## src/rtpc_pkg.sv

```systemverilog
// package: register map, field layout and type definitions of the real-time periodic counter
package rtpc_pkg;
	// printed offsets are not all multiples of four, so they are indices
	localparam logic [15:0] IDX_SC1       = 16'h306a;
	localparam logic [15:0] IDX_SC2       = 16'h306b;
	localparam logic [15:0] IDX_MODH      = 16'h306c;
	localparam logic [15:0] IDX_MODL      = 16'h306d;
	localparam logic [15:0] IDX_CNTH      = 16'h306e;
	localparam logic [15:0] IDX_CNTL      = 16'h306f;
	localparam logic [15:0] IDX_IRQ_STAT  = 16'h3070;
	localparam logic [15:0] IDX_IRQ_EN    = 16'h3071;
	localparam logic [15:0] IDX_IRQ_CLR   = 16'h3072;
	localparam int          ADDR_W        = 18;
	// field positions
	localparam int          FLAG_BIT      = 7;
	localparam int          IE_BIT        = 6;
	localparam int          SRC_HI        = 7;
	localparam int          SRC_LO        = 6;
	localparam int          DIV_HI        = 2;
	localparam int          DIV_LO        = 0;
	// reset values
	localparam logic [7:0]  RST_BYTE      = 8'h00;
	localparam logic [15:0] RST_WORD      = 16'h0000;
	// source codes
	localparam logic [1:0]  SRC_CRYSTAL   = 2'b00;
	localparam logic [1:0]  SRC_LOW_POWER = 2'b01;
	localparam logic [2:0]  DIV_OFF       = 3'b000;
	// decimal divide values for the low-power style codes 110 and 111
	localparam logic [15:0] DIV_DEC_A     = 16'd100;
	localparam logic [15:0] DIV_DEC_B     = 16'd1000;
	localparam logic [15:0] DIV_BIN_BASE  = 16'd128;
	// axi responses
	localparam logic [1:0]  RESP_OKAY     = 2'b00;
	localparam logic [1:0]  RESP_SLVERR   = 2'b10;

	// one snapshot of the control fields
	typedef struct packed {
		logic [1:0] source;
		logic [2:0] divider;
	} rtpc_cfg_type;
endpackage

```

## src/rtpc_top.sv

```systemverilog
// real-time periodic counter with axi4-lite register slave
module rtpc_top (
	input  wire logic        aclk,
	input  wire logic        aresetn,
	input  wire logic        crystal_oscillator,
	input  wire logic        low_power_oscillator,
	input  wire logic [17:0] s_axi_awaddr,
	input  wire logic        s_axi_awvalid,
	output logic             s_axi_awready,
	input  wire logic [31:0] s_axi_wdata,
	input  wire logic [3:0]  s_axi_wstrb,
	input  wire logic        s_axi_wvalid,
	output logic             s_axi_wready,
	output logic [1:0]       s_axi_bresp,
	output logic             s_axi_bvalid,
	input  wire logic        s_axi_bready,
	input  wire logic [17:0] s_axi_araddr,
	input  wire logic        s_axi_arvalid,
	output logic             s_axi_arready,
	output logic [31:0]      s_axi_rdata,
	output logic [1:0]       s_axi_rresp,
	output logic             s_axi_rvalid,
	input  wire logic        s_axi_rready,
	output logic             irq
);
	// synchronisers for the two oscillator pins
	logic [1:0] xo_sync_q;
	logic [1:0] lp_sync_q;
	logic       xo_last_q;
	logic       lp_last_q;

	// register state
	logic                  flag_q, flag_d;
	logic                  ie_q, ie_d;
	rtpc_pkg::rtpc_cfg_type cfg_q, cfg_d;
	logic [15:0]           mod_q, mod_d;
	logic [15:0]           cnt_q, cnt_d;
	logic [15:0]           pre_q, pre_d;
	logic                  sts_q, sts_d;
	logic                  sts_en_q, sts_en_d;

	// bus state
	logic [17:0] aw_q, aw_d;
	logic        awh_q, awh_d;
	logic [31:0] wd_q, wd_d;
	logic [3:0]  wstrb_q, wstrb_d;
	logic        wh_q, wh_d;
	logic        bv_q, bv_d;
	logic [1:0]  br_q, br_d;
	logic        rv_q, rv_d;
	logic [31:0] rd_q, rd_d;
	logic [1:0]  rr_q, rr_d;

	logic        src_tick;
	logic        pre_tick;
	logic [15:0] div_last;
	logic        match;
	logic        wr_go;
	logic [15:0] wr_idx;
	logic [15:0] rd_idx;
	logic        wr_ok;
	logic [7:0]  wbyte;

	// two flops per pin, then a third flop for edge detection
	always_ff @(posedge aclk) begin
		if (!aresetn) begin
			xo_sync_q <= 2'b00;
			lp_sync_q <= 2'b00;
			xo_last_q <= 1'b0;
			lp_last_q <= 1'b0;
		end else begin
			xo_sync_q <= {xo_sync_q[0], crystal_oscillator};
			lp_sync_q <= {lp_sync_q[0], low_power_oscillator};
			xo_last_q <= xo_sync_q[1];
			lp_last_q <= lp_sync_q[1];
		end
	end

	// source select: rising edge of chosen oscillator, or every bus clock
	always_comb begin
		unique case (cfg_q.source)
			rtpc_pkg::SRC_CRYSTAL:   src_tick = xo_sync_q[1] & ~xo_last_q;
			rtpc_pkg::SRC_LOW_POWER: src_tick = lp_sync_q[1] & ~lp_last_q;
			default:                 src_tick = 1'b1;
		endcase
	end

	// terminal count of the prescaler for the selected ratio
	always_comb begin
		div_last = rtpc_pkg::RST_WORD;
		if (!cfg_q.source[0]) begin
			div_last = 16'((16'd1 << (cfg_q.divider - 3'd1)) - 16'd1);
		end else if (cfg_q.divider == 3'b110) begin
			div_last = 16'(rtpc_pkg::DIV_DEC_A - 16'd1);
		end else if (cfg_q.divider == 3'b111) begin
			div_last = 16'(rtpc_pkg::DIV_DEC_B - 16'd1);
		end else begin
			div_last = 16'((rtpc_pkg::DIV_BIN_BASE << (cfg_q.divider - 3'd1)) - 16'd1);
		end
	end

	assign pre_tick = (cfg_q.divider != rtpc_pkg::DIV_OFF) && src_tick && (pre_q == div_last);
	assign match    = pre_tick && (cnt_q == mod_q);

	// write path decode
	assign wr_go  = awh_q && wh_q && !bv_q;
	assign wr_idx = 16'(aw_q >> 2);
	assign rd_idx = 16'(s_axi_araddr >> 2);
	assign wbyte  = wd_q[7:0];
	assign wr_ok  = wstrb_q[0]; // every register sits in byte lane 0

	// counter, register file and interrupt status next state
	always_comb begin
		flag_d   = flag_q;
		ie_d     = ie_q;
		cfg_d    = cfg_q;
		mod_d    = mod_q;
		sts_en_d = sts_en_q;
		sts_d    = sts_q;
		pre_d    = pre_q;
		cnt_d    = cnt_q;
		// prescaler and counter keep running unless the divider is off
		if (cfg_q.divider != rtpc_pkg::DIV_OFF && src_tick) begin
			pre_d = (pre_q == div_last) ? rtpc_pkg::RST_WORD : 16'(pre_q + 16'd1);
		end
		if (pre_tick) begin
			cnt_d = match ? rtpc_pkg::RST_WORD : 16'(cnt_q + 16'd1);
		end
		if (wr_go && wr_ok) begin
			unique case (wr_idx)
				rtpc_pkg::IDX_SC1: begin
					if (wbyte[rtpc_pkg::FLAG_BIT]) begin
						flag_d = 1'b0;
					end
					ie_d = wbyte[rtpc_pkg::IE_BIT];
				end
				rtpc_pkg::IDX_SC2: begin
					cfg_d.source  = wbyte[rtpc_pkg::SRC_HI:rtpc_pkg::SRC_LO];
					cfg_d.divider = wbyte[rtpc_pkg::DIV_HI:rtpc_pkg::DIV_LO];
					if (cfg_d != cfg_q) begin
						pre_d = rtpc_pkg::RST_WORD;
						cnt_d = rtpc_pkg::RST_WORD;
					end
				end
				rtpc_pkg::IDX_MODH:    mod_d[15:8] = wbyte;
				rtpc_pkg::IDX_MODL:    mod_d[7:0]  = wbyte;
				rtpc_pkg::IDX_IRQ_EN:  sts_en_d    = wbyte[0];
				rtpc_pkg::IDX_IRQ_CLR: begin
					if (wbyte[0]) begin
						sts_d = 1'b0;
					end
				end
				default: ;
			endcase
		end
		// hardware set wins over a same-cycle clear
		if (match) begin
			flag_d = 1'b1;
			sts_d  = 1'b1;
		end
	end

	// core state registers, all cleared by reset
	always_ff @(posedge aclk) begin
		if (!aresetn) begin
			flag_q   <= 1'b0;
			ie_q     <= 1'b0;
			cfg_q    <= '0;
			mod_q    <= rtpc_pkg::RST_WORD;
			cnt_q    <= rtpc_pkg::RST_WORD;
			pre_q    <= rtpc_pkg::RST_WORD;
			sts_q    <= 1'b0;
			sts_en_q <= 1'b0;
		end else begin
			flag_q   <= flag_d;
			ie_q     <= ie_d;
			cfg_q    <= cfg_d;
			mod_q    <= mod_d;
			cnt_q    <= cnt_d;
			pre_q    <= pre_d;
			sts_q    <= sts_d;
			sts_en_q <= sts_en_d;
		end
	end

	// interrupt: documented enable, or the extra status/enable pair
	assign irq = (flag_q && ie_q) || (sts_q && sts_en_q);

	// axi4-lite handshakes and answers
	always_comb begin
		aw_d    = aw_q;
		awh_d   = awh_q;
		wd_d    = wd_q;
		wstrb_d = wstrb_q;
		wh_d    = wh_q;
		bv_d    = bv_q;
		br_d    = br_q;
		rv_d    = rv_q;
		rd_d    = rd_q;
		rr_d    = rr_q;
		if (s_axi_awvalid && s_axi_awready) begin
			aw_d  = s_axi_awaddr;
			awh_d = 1'b1;
		end
		if (s_axi_wvalid && s_axi_wready) begin
			wd_d    = s_axi_wdata;
			wstrb_d = s_axi_wstrb;
			wh_d    = 1'b1;
		end
		if (wr_go) begin
			awh_d = 1'b0;
			wh_d  = 1'b0;
			bv_d  = 1'b1;
			// a write with lane 0 off to a mapped index is ignored but still answered okay
			br_d  = (wr_idx >= rtpc_pkg::IDX_SC1 && wr_idx <= rtpc_pkg::IDX_IRQ_CLR)
				? rtpc_pkg::RESP_OKAY : rtpc_pkg::RESP_SLVERR;
		end
		if (bv_q && s_axi_bready) begin
			bv_d = 1'b0;
		end
		if (s_axi_arvalid && s_axi_arready) begin
			rv_d = 1'b1;
			rr_d = rtpc_pkg::RESP_OKAY;
			unique case (rd_idx)
				rtpc_pkg::IDX_SC1:      rd_d = {24'h00_0000, flag_q, ie_q, 6'h00};
				rtpc_pkg::IDX_SC2:      rd_d = {24'h00_0000, cfg_q.source, 3'b000, cfg_q.divider};
				rtpc_pkg::IDX_MODH:     rd_d = {24'h00_0000, mod_q[15:8]};
				rtpc_pkg::IDX_MODL:     rd_d = {24'h00_0000, mod_q[7:0]};
				rtpc_pkg::IDX_CNTH:     rd_d = {24'h00_0000, cnt_q[15:8]};
				rtpc_pkg::IDX_CNTL:     rd_d = {24'h00_0000, cnt_q[7:0]};
				rtpc_pkg::IDX_IRQ_STAT: rd_d = {31'h0000_0000, sts_q};
				rtpc_pkg::IDX_IRQ_EN:   rd_d = {31'h0000_0000, sts_en_q};
				rtpc_pkg::IDX_IRQ_CLR:  rd_d = 32'h0000_0000;
				default: begin
					rd_d = 32'h0000_0000;
					rr_d = rtpc_pkg::RESP_SLVERR;
				end
			endcase
		end else if (rv_q && s_axi_rready) begin
			rv_d = 1'b0;
		end
	end

	// bus registers
	always_ff @(posedge aclk) begin
		if (!aresetn) begin
			aw_q    <= '0;
			awh_q   <= 1'b0;
			wd_q    <= 32'h0000_0000;
			wstrb_q <= 4'h0;
			wh_q    <= 1'b0;
			bv_q    <= 1'b0;
			br_q    <= rtpc_pkg::RESP_OKAY;
			rv_q    <= 1'b0;
			rd_q    <= 32'h0000_0000;
			rr_q    <= rtpc_pkg::RESP_OKAY;
		end else begin
			aw_q    <= aw_d;
			awh_q   <= awh_d;
			wd_q    <= wd_d;
			wstrb_q <= wstrb_d;
			wh_q    <= wh_d;
			bv_q    <= bv_d;
			br_q    <= br_d;
			rv_q    <= rv_d;
			rd_q    <= rd_d;
			rr_q    <= rr_d;
		end
	end

	assign s_axi_awready = !awh_q && !bv_q;
	assign s_axi_wready  = !wh_q && !bv_q;
	assign s_axi_bvalid  = bv_q;
	assign s_axi_bresp   = br_q;
	assign s_axi_arready = !rv_q;
	assign s_axi_rvalid  = rv_q;
	assign s_axi_rdata   = rd_q;
	assign s_axi_rresp   = rr_q;

	// counter returns to zero one cycle after a match
	match_wrap_a: assert property (@(posedge aclk) disable iff (!aresetn)
		match |=> cnt_q == 16'h0000 && flag_q)
		else $error("counter not cleared on match");
	// flag kept when a match meets a clear
	set_wins_a: assert property (@(posedge aclk) disable iff (!aresetn)
		(match && wr_go && wr_idx == rtpc_pkg::IDX_SC1) |=> flag_q)
		else $error("match lost");
	// clear by writing one
	flag_clear_a: assert property (@(posedge aclk) disable iff (!aresetn)
		(wr_go && wstrb_q[0] && wr_idx == rtpc_pkg::IDX_SC1 && wd_q[7] && !match) |=> !flag_q)
		else $error("flag not cleared");
	// write of zero leaves the flag
	flag_hold_a: assert property (@(posedge aclk) disable iff (!aresetn)
		(flag_q && !(wr_go && wr_idx == rtpc_pkg::IDX_SC1 && wd_q[7])) |=> flag_q)
		else $error("flag dropped");

	// an enabled match raises the interrupt on the next cycle
	irq_level_a: assert property (@(posedge aclk) disable iff (!aresetn)
		(match && ie_q && !wr_go) |=> irq)
		else $error("interrupt missing");
	// flag only set by a match
	flag_cause_a: assert property (@(posedge aclk) disable iff (!aresetn)
		$rose(flag_q) |-> $past(match))
		else $error("flag set without match");
	// divider off freezes the counter
	div_off_a: assert property (@(posedge aclk) disable iff (!aresetn)
		(cfg_q.divider == rtpc_pkg::DIV_OFF && !wr_go) |=> $stable(cnt_q))
		else $error("counter moved");
	// each prescaler tick without a match adds one to the count
	count_step_a: assert property (@(posedge aclk) disable iff (!aresetn)
		(pre_tick && !match && !wr_go) |=> cnt_q == $past(cnt_q) + 16'd1)
		else $error("bad count");

	// reset leaves the register state at zero
	reset_clear_a: assert property (@(posedge aclk)
		!aresetn |=> !flag_q && !ie_q && cfg_q == '0 && mod_q == 16'h0000 && cnt_q == 16'h0000)
		else $error("register not cleared by reset");
	// count bytes ignore writes
	count_ro_a: assert property (@(posedge aclk) disable iff (!aresetn)
		(wr_go && (wr_idx == rtpc_pkg::IDX_CNTH || wr_idx == rtpc_pkg::IDX_CNTL) && !pre_tick) |=> $stable(cnt_q))
		else $error("count byte written");
	// a new source or divider clears prescaler and counter
	cfg_clear_a: assert property (@(posedge aclk) disable iff (!aresetn)
		(wr_go && wr_ok && wr_idx == rtpc_pkg::IDX_SC2
			&& {wbyte[rtpc_pkg::SRC_HI:rtpc_pkg::SRC_LO], wbyte[rtpc_pkg::DIV_HI:rtpc_pkg::DIV_LO]} != cfg_q)
		|=> cnt_q == 16'h0000 && pre_q == 16'h0000)
		else $error("selection change kept the count");
	// bus clock codes tick the prescaler every cycle
	src_bus_a: assert property (@(posedge aclk) disable iff (!aresetn)
		cfg_q.source[1] |-> src_tick)
		else $error("bus clock source idle");

	// prescaler never passes its terminal count
	pre_range_a: assert property (@(posedge aclk) disable iff (!aresetn)
		(cfg_q.divider != rtpc_pkg::DIV_OFF) |-> pre_q <= div_last)
		else $error("prescaler overran");
	// reads of the first control register show zero in the reserved bits
	reserved_zero_a: assert property (@(posedge aclk) disable iff (!aresetn)
		(s_axi_arvalid && s_axi_arready && rd_idx == rtpc_pkg::IDX_SC1) |=> s_axi_rdata[5:0] == 6'h00)
		else $error("reserved bits set");
	// interrupt enable follows the written bit
	ie_write_a: assert property (@(posedge aclk) disable iff (!aresetn)
		(wr_go && wr_ok && wr_idx == rtpc_pkg::IDX_SC1) |=> ie_q == wd_q[rtpc_pkg::IE_BIT])
		else $error("enable not written");
	// sticky status set by each match
	sts_set_a: assert property (@(posedge aclk) disable iff (!aresetn)
		match |=> sts_q)
		else $error("status not set");

	// sticky status held until a clear without a match
	sts_hold_a: assert property (@(posedge aclk) disable iff (!aresetn)
		(sts_q && !(wr_go && wr_ok && wr_idx == rtpc_pkg::IDX_IRQ_CLR && wd_q[0])) |=> sts_q)
		else $error("status dropped");
	// write answer stands until taken
	bresp_hold_a: assert property (@(posedge aclk) disable iff (!aresetn)
		(s_axi_bvalid && !s_axi_bready) |=> s_axi_bvalid && $stable(s_axi_bresp))
		else $error("write answer withdrawn");
	// read answer stands until taken
	rdata_hold_a: assert property (@(posedge aclk) disable iff (!aresetn)
		(s_axi_rvalid && !s_axi_rready) |=> s_axi_rvalid && $stable(s_axi_rdata))
		else $error("read answer withdrawn");
endmodule

```

## config.mk

```make
export PLATFORM = sky130hd
export DESIGN_NAME = rtpc_top
export DESIGN_NICKNAME = d
export VERILOG_FILES = /design/src/rtpc_pkg.sv /design/src/rtpc_top.sv
export SDC_FILE = /design/constraint.sdc
export NUM_CORES = 1
export LEC_CHECK = 0
export BUFFER_PORTS_ARGS = -buffer_cell sky130_fd_sc_hd__buf_2
export CORE_MARGIN = 4
export CORE_UTILIZATION = 55
export CTS_CLUSTER_DIAMETER = 40
export DETAILED_ROUTE_END_ITERATION = 10
export HOLD_SLACK_MARGIN = 0.1
export PLACE_DENSITY = 0.85
export SETUP_SLACK_MARGIN = 0.3
export SLEW_MARGIN = 20
export SYNTH_ARGS = -nofsm -noshare
export SYNTH_HDL_FRONTEND = slang
export SYNTH_SLANG_ARGS = --single-unit
export TNS_END_PERCENT = 30
```

## constraint.sdc

```tcl
create_clock -name aclk -period 4.17 [get_ports aclk]
set_clock_uncertainty 0.05 [all_clocks]
set_input_delay 0.417 -clock aclk [delete_from_list [all_inputs] [get_ports aclk]]
set_output_delay 0.417 -clock aclk [all_outputs]
set_load 0.1 [all_outputs]
```

==> out/qor.yml <==
die:
  rows: 37
  chipHeight_um: 111.2
  die-area_um2: 12360
  core_area_um2: 10370
  start_util_pct: 56.47
  ios: 123
  die_width_um: 111.2
synthesis:
  syn_area_per_cell_um2: 8.247
  synth_area_leaders: "dfxtp_1, nand2_1, xnor2_1"
  synth.top_cell.area_share_pct: 34.87
  ys_warn_count: 0
  yosys_most_used_dff: "dfxtp_1"
  synth_cells: 710
  synth_area_um2: 5856
  synth-seq-cells: 102
  synth_edf_count: 0
  netlist-cell-type-count: 68
  async_flop_share_pct: 0
  ys_seq_area_share_pct: 34.87
  synth_top_area_cell: "dfxtp_1"
place:
  io_buffers: 65
  finalWeightedCongestion: 0.9200
  hpwl_mm: 10.07
  dpl_cell_area_um2: 6143
  place_inst: 878
timing:
  slew_violations: 0
  rsz0062_at_grt: "yes"
  max_slew_margin_pct: 35.44
  fin_tns_setup_ns: 0
  tightest_slew_ns: 0.9610
  holdWs_ns: 0.1818
  hold_violations: 0
  period_share_pct: 89.44
  setup_violations: 0
  fmax_mhz: 268.1
  fin_crit_ns: 3.730
pwr:
  p_total_w: 0.001909
  comb_power_share_pct: 13.6
  power.density_nw_per_um2: 299.2
  ir_drop_uv: 267.8
  switching_share_pct: 31.78
  p_leak_nw: 2.479
  p_int_w: 0.001302
  power.switching_w: 0.0006065
  power_frac_seq_pct: 53.3
  p_clk_share_pct: 33.1
worst_setup_path:
  path_class: "flip-flop to flip-flop"
  crit_slowest_cell: "or4b_4"
  endpoint_kind: "flip-flop"
  start_kind: "flip-flop"
  crit_chain: "or3b_1 -> ha_4 -> nand2b_1 -> mux2_4 -> o41ai_2 -> o2111ai_1 -> or4b_4 -> nand3b_4 -> or4_1 -> a21oi_1"
  path_max_fanout: 12
  cp.arrival_ns: 3.98
  slowest_delay_ns: 0.61
  r2r_cells: 10
  cp.required_ns: 4.42
layout:
  final_cell_area_um2: 6380
  layout_common_cells: "dfxtp_1, nand2_1, buf_2, nor2_1, nor2b_1"
  diodes: 0
  drive_above_1_share_pct: 14.62
  final.fill_count: 921
  layout_commonest_cell: "dfxtp_1"
  final_cell_count_no_fill: 895
  syn_to_final_growth_pct: 8.953
  fin_nets: 839
cts:
  cts_max_level: 3
  cts.sinks: 102
  cts_tree: "yes"
  cts_made_buffers: 9
  cts_max_path_buffers: 2
  cts-root-buf: "clkbuf_8"
  clkLatencyLatePin_ns: 0.38
  post_cts_buffers: 0
  path_clk_slew_ns: 0.11
routing:
  drc: 0
  first_pass_iters: 7
  drt-met1-wl_mm: 5.888
  routed_wl_mm: 13.94
  ant_nets: 0
  via_per_inst: 5.882
  drt_iter0_drc: 458
  wl_met3_um: 960
  wl_per_cell_um: 15.57
  met2WireLength_mm: 6.833
  top_layer: "met4"
  route.vias.total: 5264
worst_hold_path:
  hp-class: "input pin to flip-flop"
  worstHoldPathCells: 2
global_routing:
  grt-ovfl-total: 0
  grt_usage_pct: 22.43
  grt_pass1_wl_mm: 23.76
  antenna_found_initial: 0
  grt_max_degree: 72
  first_global_vias: 5011
run:
  drv_cap: 0
outcome:
  status: "complete, no violations"
[worst paths after layout]
| kind | startpoint | end | slack, ns |
|---|---|---|---|
| min | low_power_oscillator | lp_sync_q[0] | 0.18 |
| max | cfg_q[1] | cnt_q[7] | 0.44 |
| min reg2reg | lp_sync_q[0] | lp_sync_q[1] | 0.40 |
| max reg2reg | cfg_q[1] | cnt_q[7] | 0.44 |
[registers in the layout, indices dropped and copies added, names as in the netlist, 2 cells and up]
register and count:
aw_q 16, cfg_q 5, cnt_q 16, lp_sync_q 2, mod_q 16, pre_q 16
s_axi_rdata 8, wd_q 8, xo_sync_q 2
[cell type report]
cell class,instances,area [um^2],share of cell area (%)
multi-input combinational,552,3508,54.99
sequential,102,2042,32.01
timing repair buffer,76,407.9,6.393
tap,136,170.2,2.667
clock inverter,6,65.06,1.020
inverter,13,48.80,0.7649
clock buffer,10,137.6,2.157
[routing by layer]
metal | up-vias | GRT usage (%)
met5 | - | 0
met4 | 0 | 6.407
met3 | 29 | 3.821
met2 | 197 | 38.24
met1 | 2478 | 29.20
li1 | 2560 | -
[worst max-delay path, delay by kind of cell, from the launching register on]
kind	cells	cell delay [ns]
AOI/OAI and AO/OA	3	0.64
adders and majority gates	1	0.25
and+or+nand+nor	5	2.08
muxes	1	0.30
DFF	1	0.34
[timing repair]
item / CTS / global route
hold buffers: 0 / 0
setup endpoints to repair: 11 / 29
gates cloned: 0 / 1
resized for setup: 2 / 3
[stage by stage]
stage	setup WS [ns]	utilization, %
6_report	0.4402	61.52
5_1_grt	0.2780	61.52
4_1_cts	0.3612	61.25
3_5_place_dp	0.2769	59.24
3_3_place_gp	0.4232	59.24
2_1_floorplan	0.5370	-
[cell families (layout without fill, tap and decap cells)]
| kind of cell | count (synthesis) | after routing | share of synthesized area (%) |
|---|---|---|---|
| AOI/OAI and AO/OA | 152 | 152 | 17.76 |
| xor gates and xnor gates | 45 | 45 | 6.731 |
| adders and majority gates | 5 | 5 | 1.026 |
| buffers and inverters | 82 | 105 | 7.500 |
| DFF | 102 | 102 | 34.87 |
| muxes | 26 | 26 | 4.573 |
| other | 1 | 26 | 0.06404 |
| and+or+nand+nor | 297 | 298 | 27.48 |
[synthesized netlist by cell type (4+ instances only)]
cell and n:
dfxtp_1 102, nand2_1 79, nor2_1 46, nor2b_1 41, a21oi_1 35, clkbuf_1 32, xnor2_1 32, a21boi_0 31
buf_4 29, mux2i_1 23, nand3_1 23, o21ai_0 20, nand4_1 17, a22oi_1 14, inv_1 13, nor3_1 13
xor2_1 13, and2_1 10, nand2b_1 10, and3_1 8, o31ai_1 8, or4_1 8, a31oi_1 7, nor4_1 7
a211oi_1 6, buf_2 6, nand3b_1 6, nor3b_1 5, and3b_1 4, ha_1 4, nand4b_1 4
[power by group through the flow]
stage | clock network [W] | logic (W) | registers, W
finish | 0.000632 | 0.000260 | 0.00102
global route | 0.000677 | 0.000277 | 0.00102
CTS | 0.000643 | 0.000259 | 0.00102
detailed placement | 0 | 0.000258 | 0.00104
global placement | 0 | 0.000253 | 0.00104
floorplan | 0 | 0.000218 | 0.00105
(Power assumes the default switching activity.)
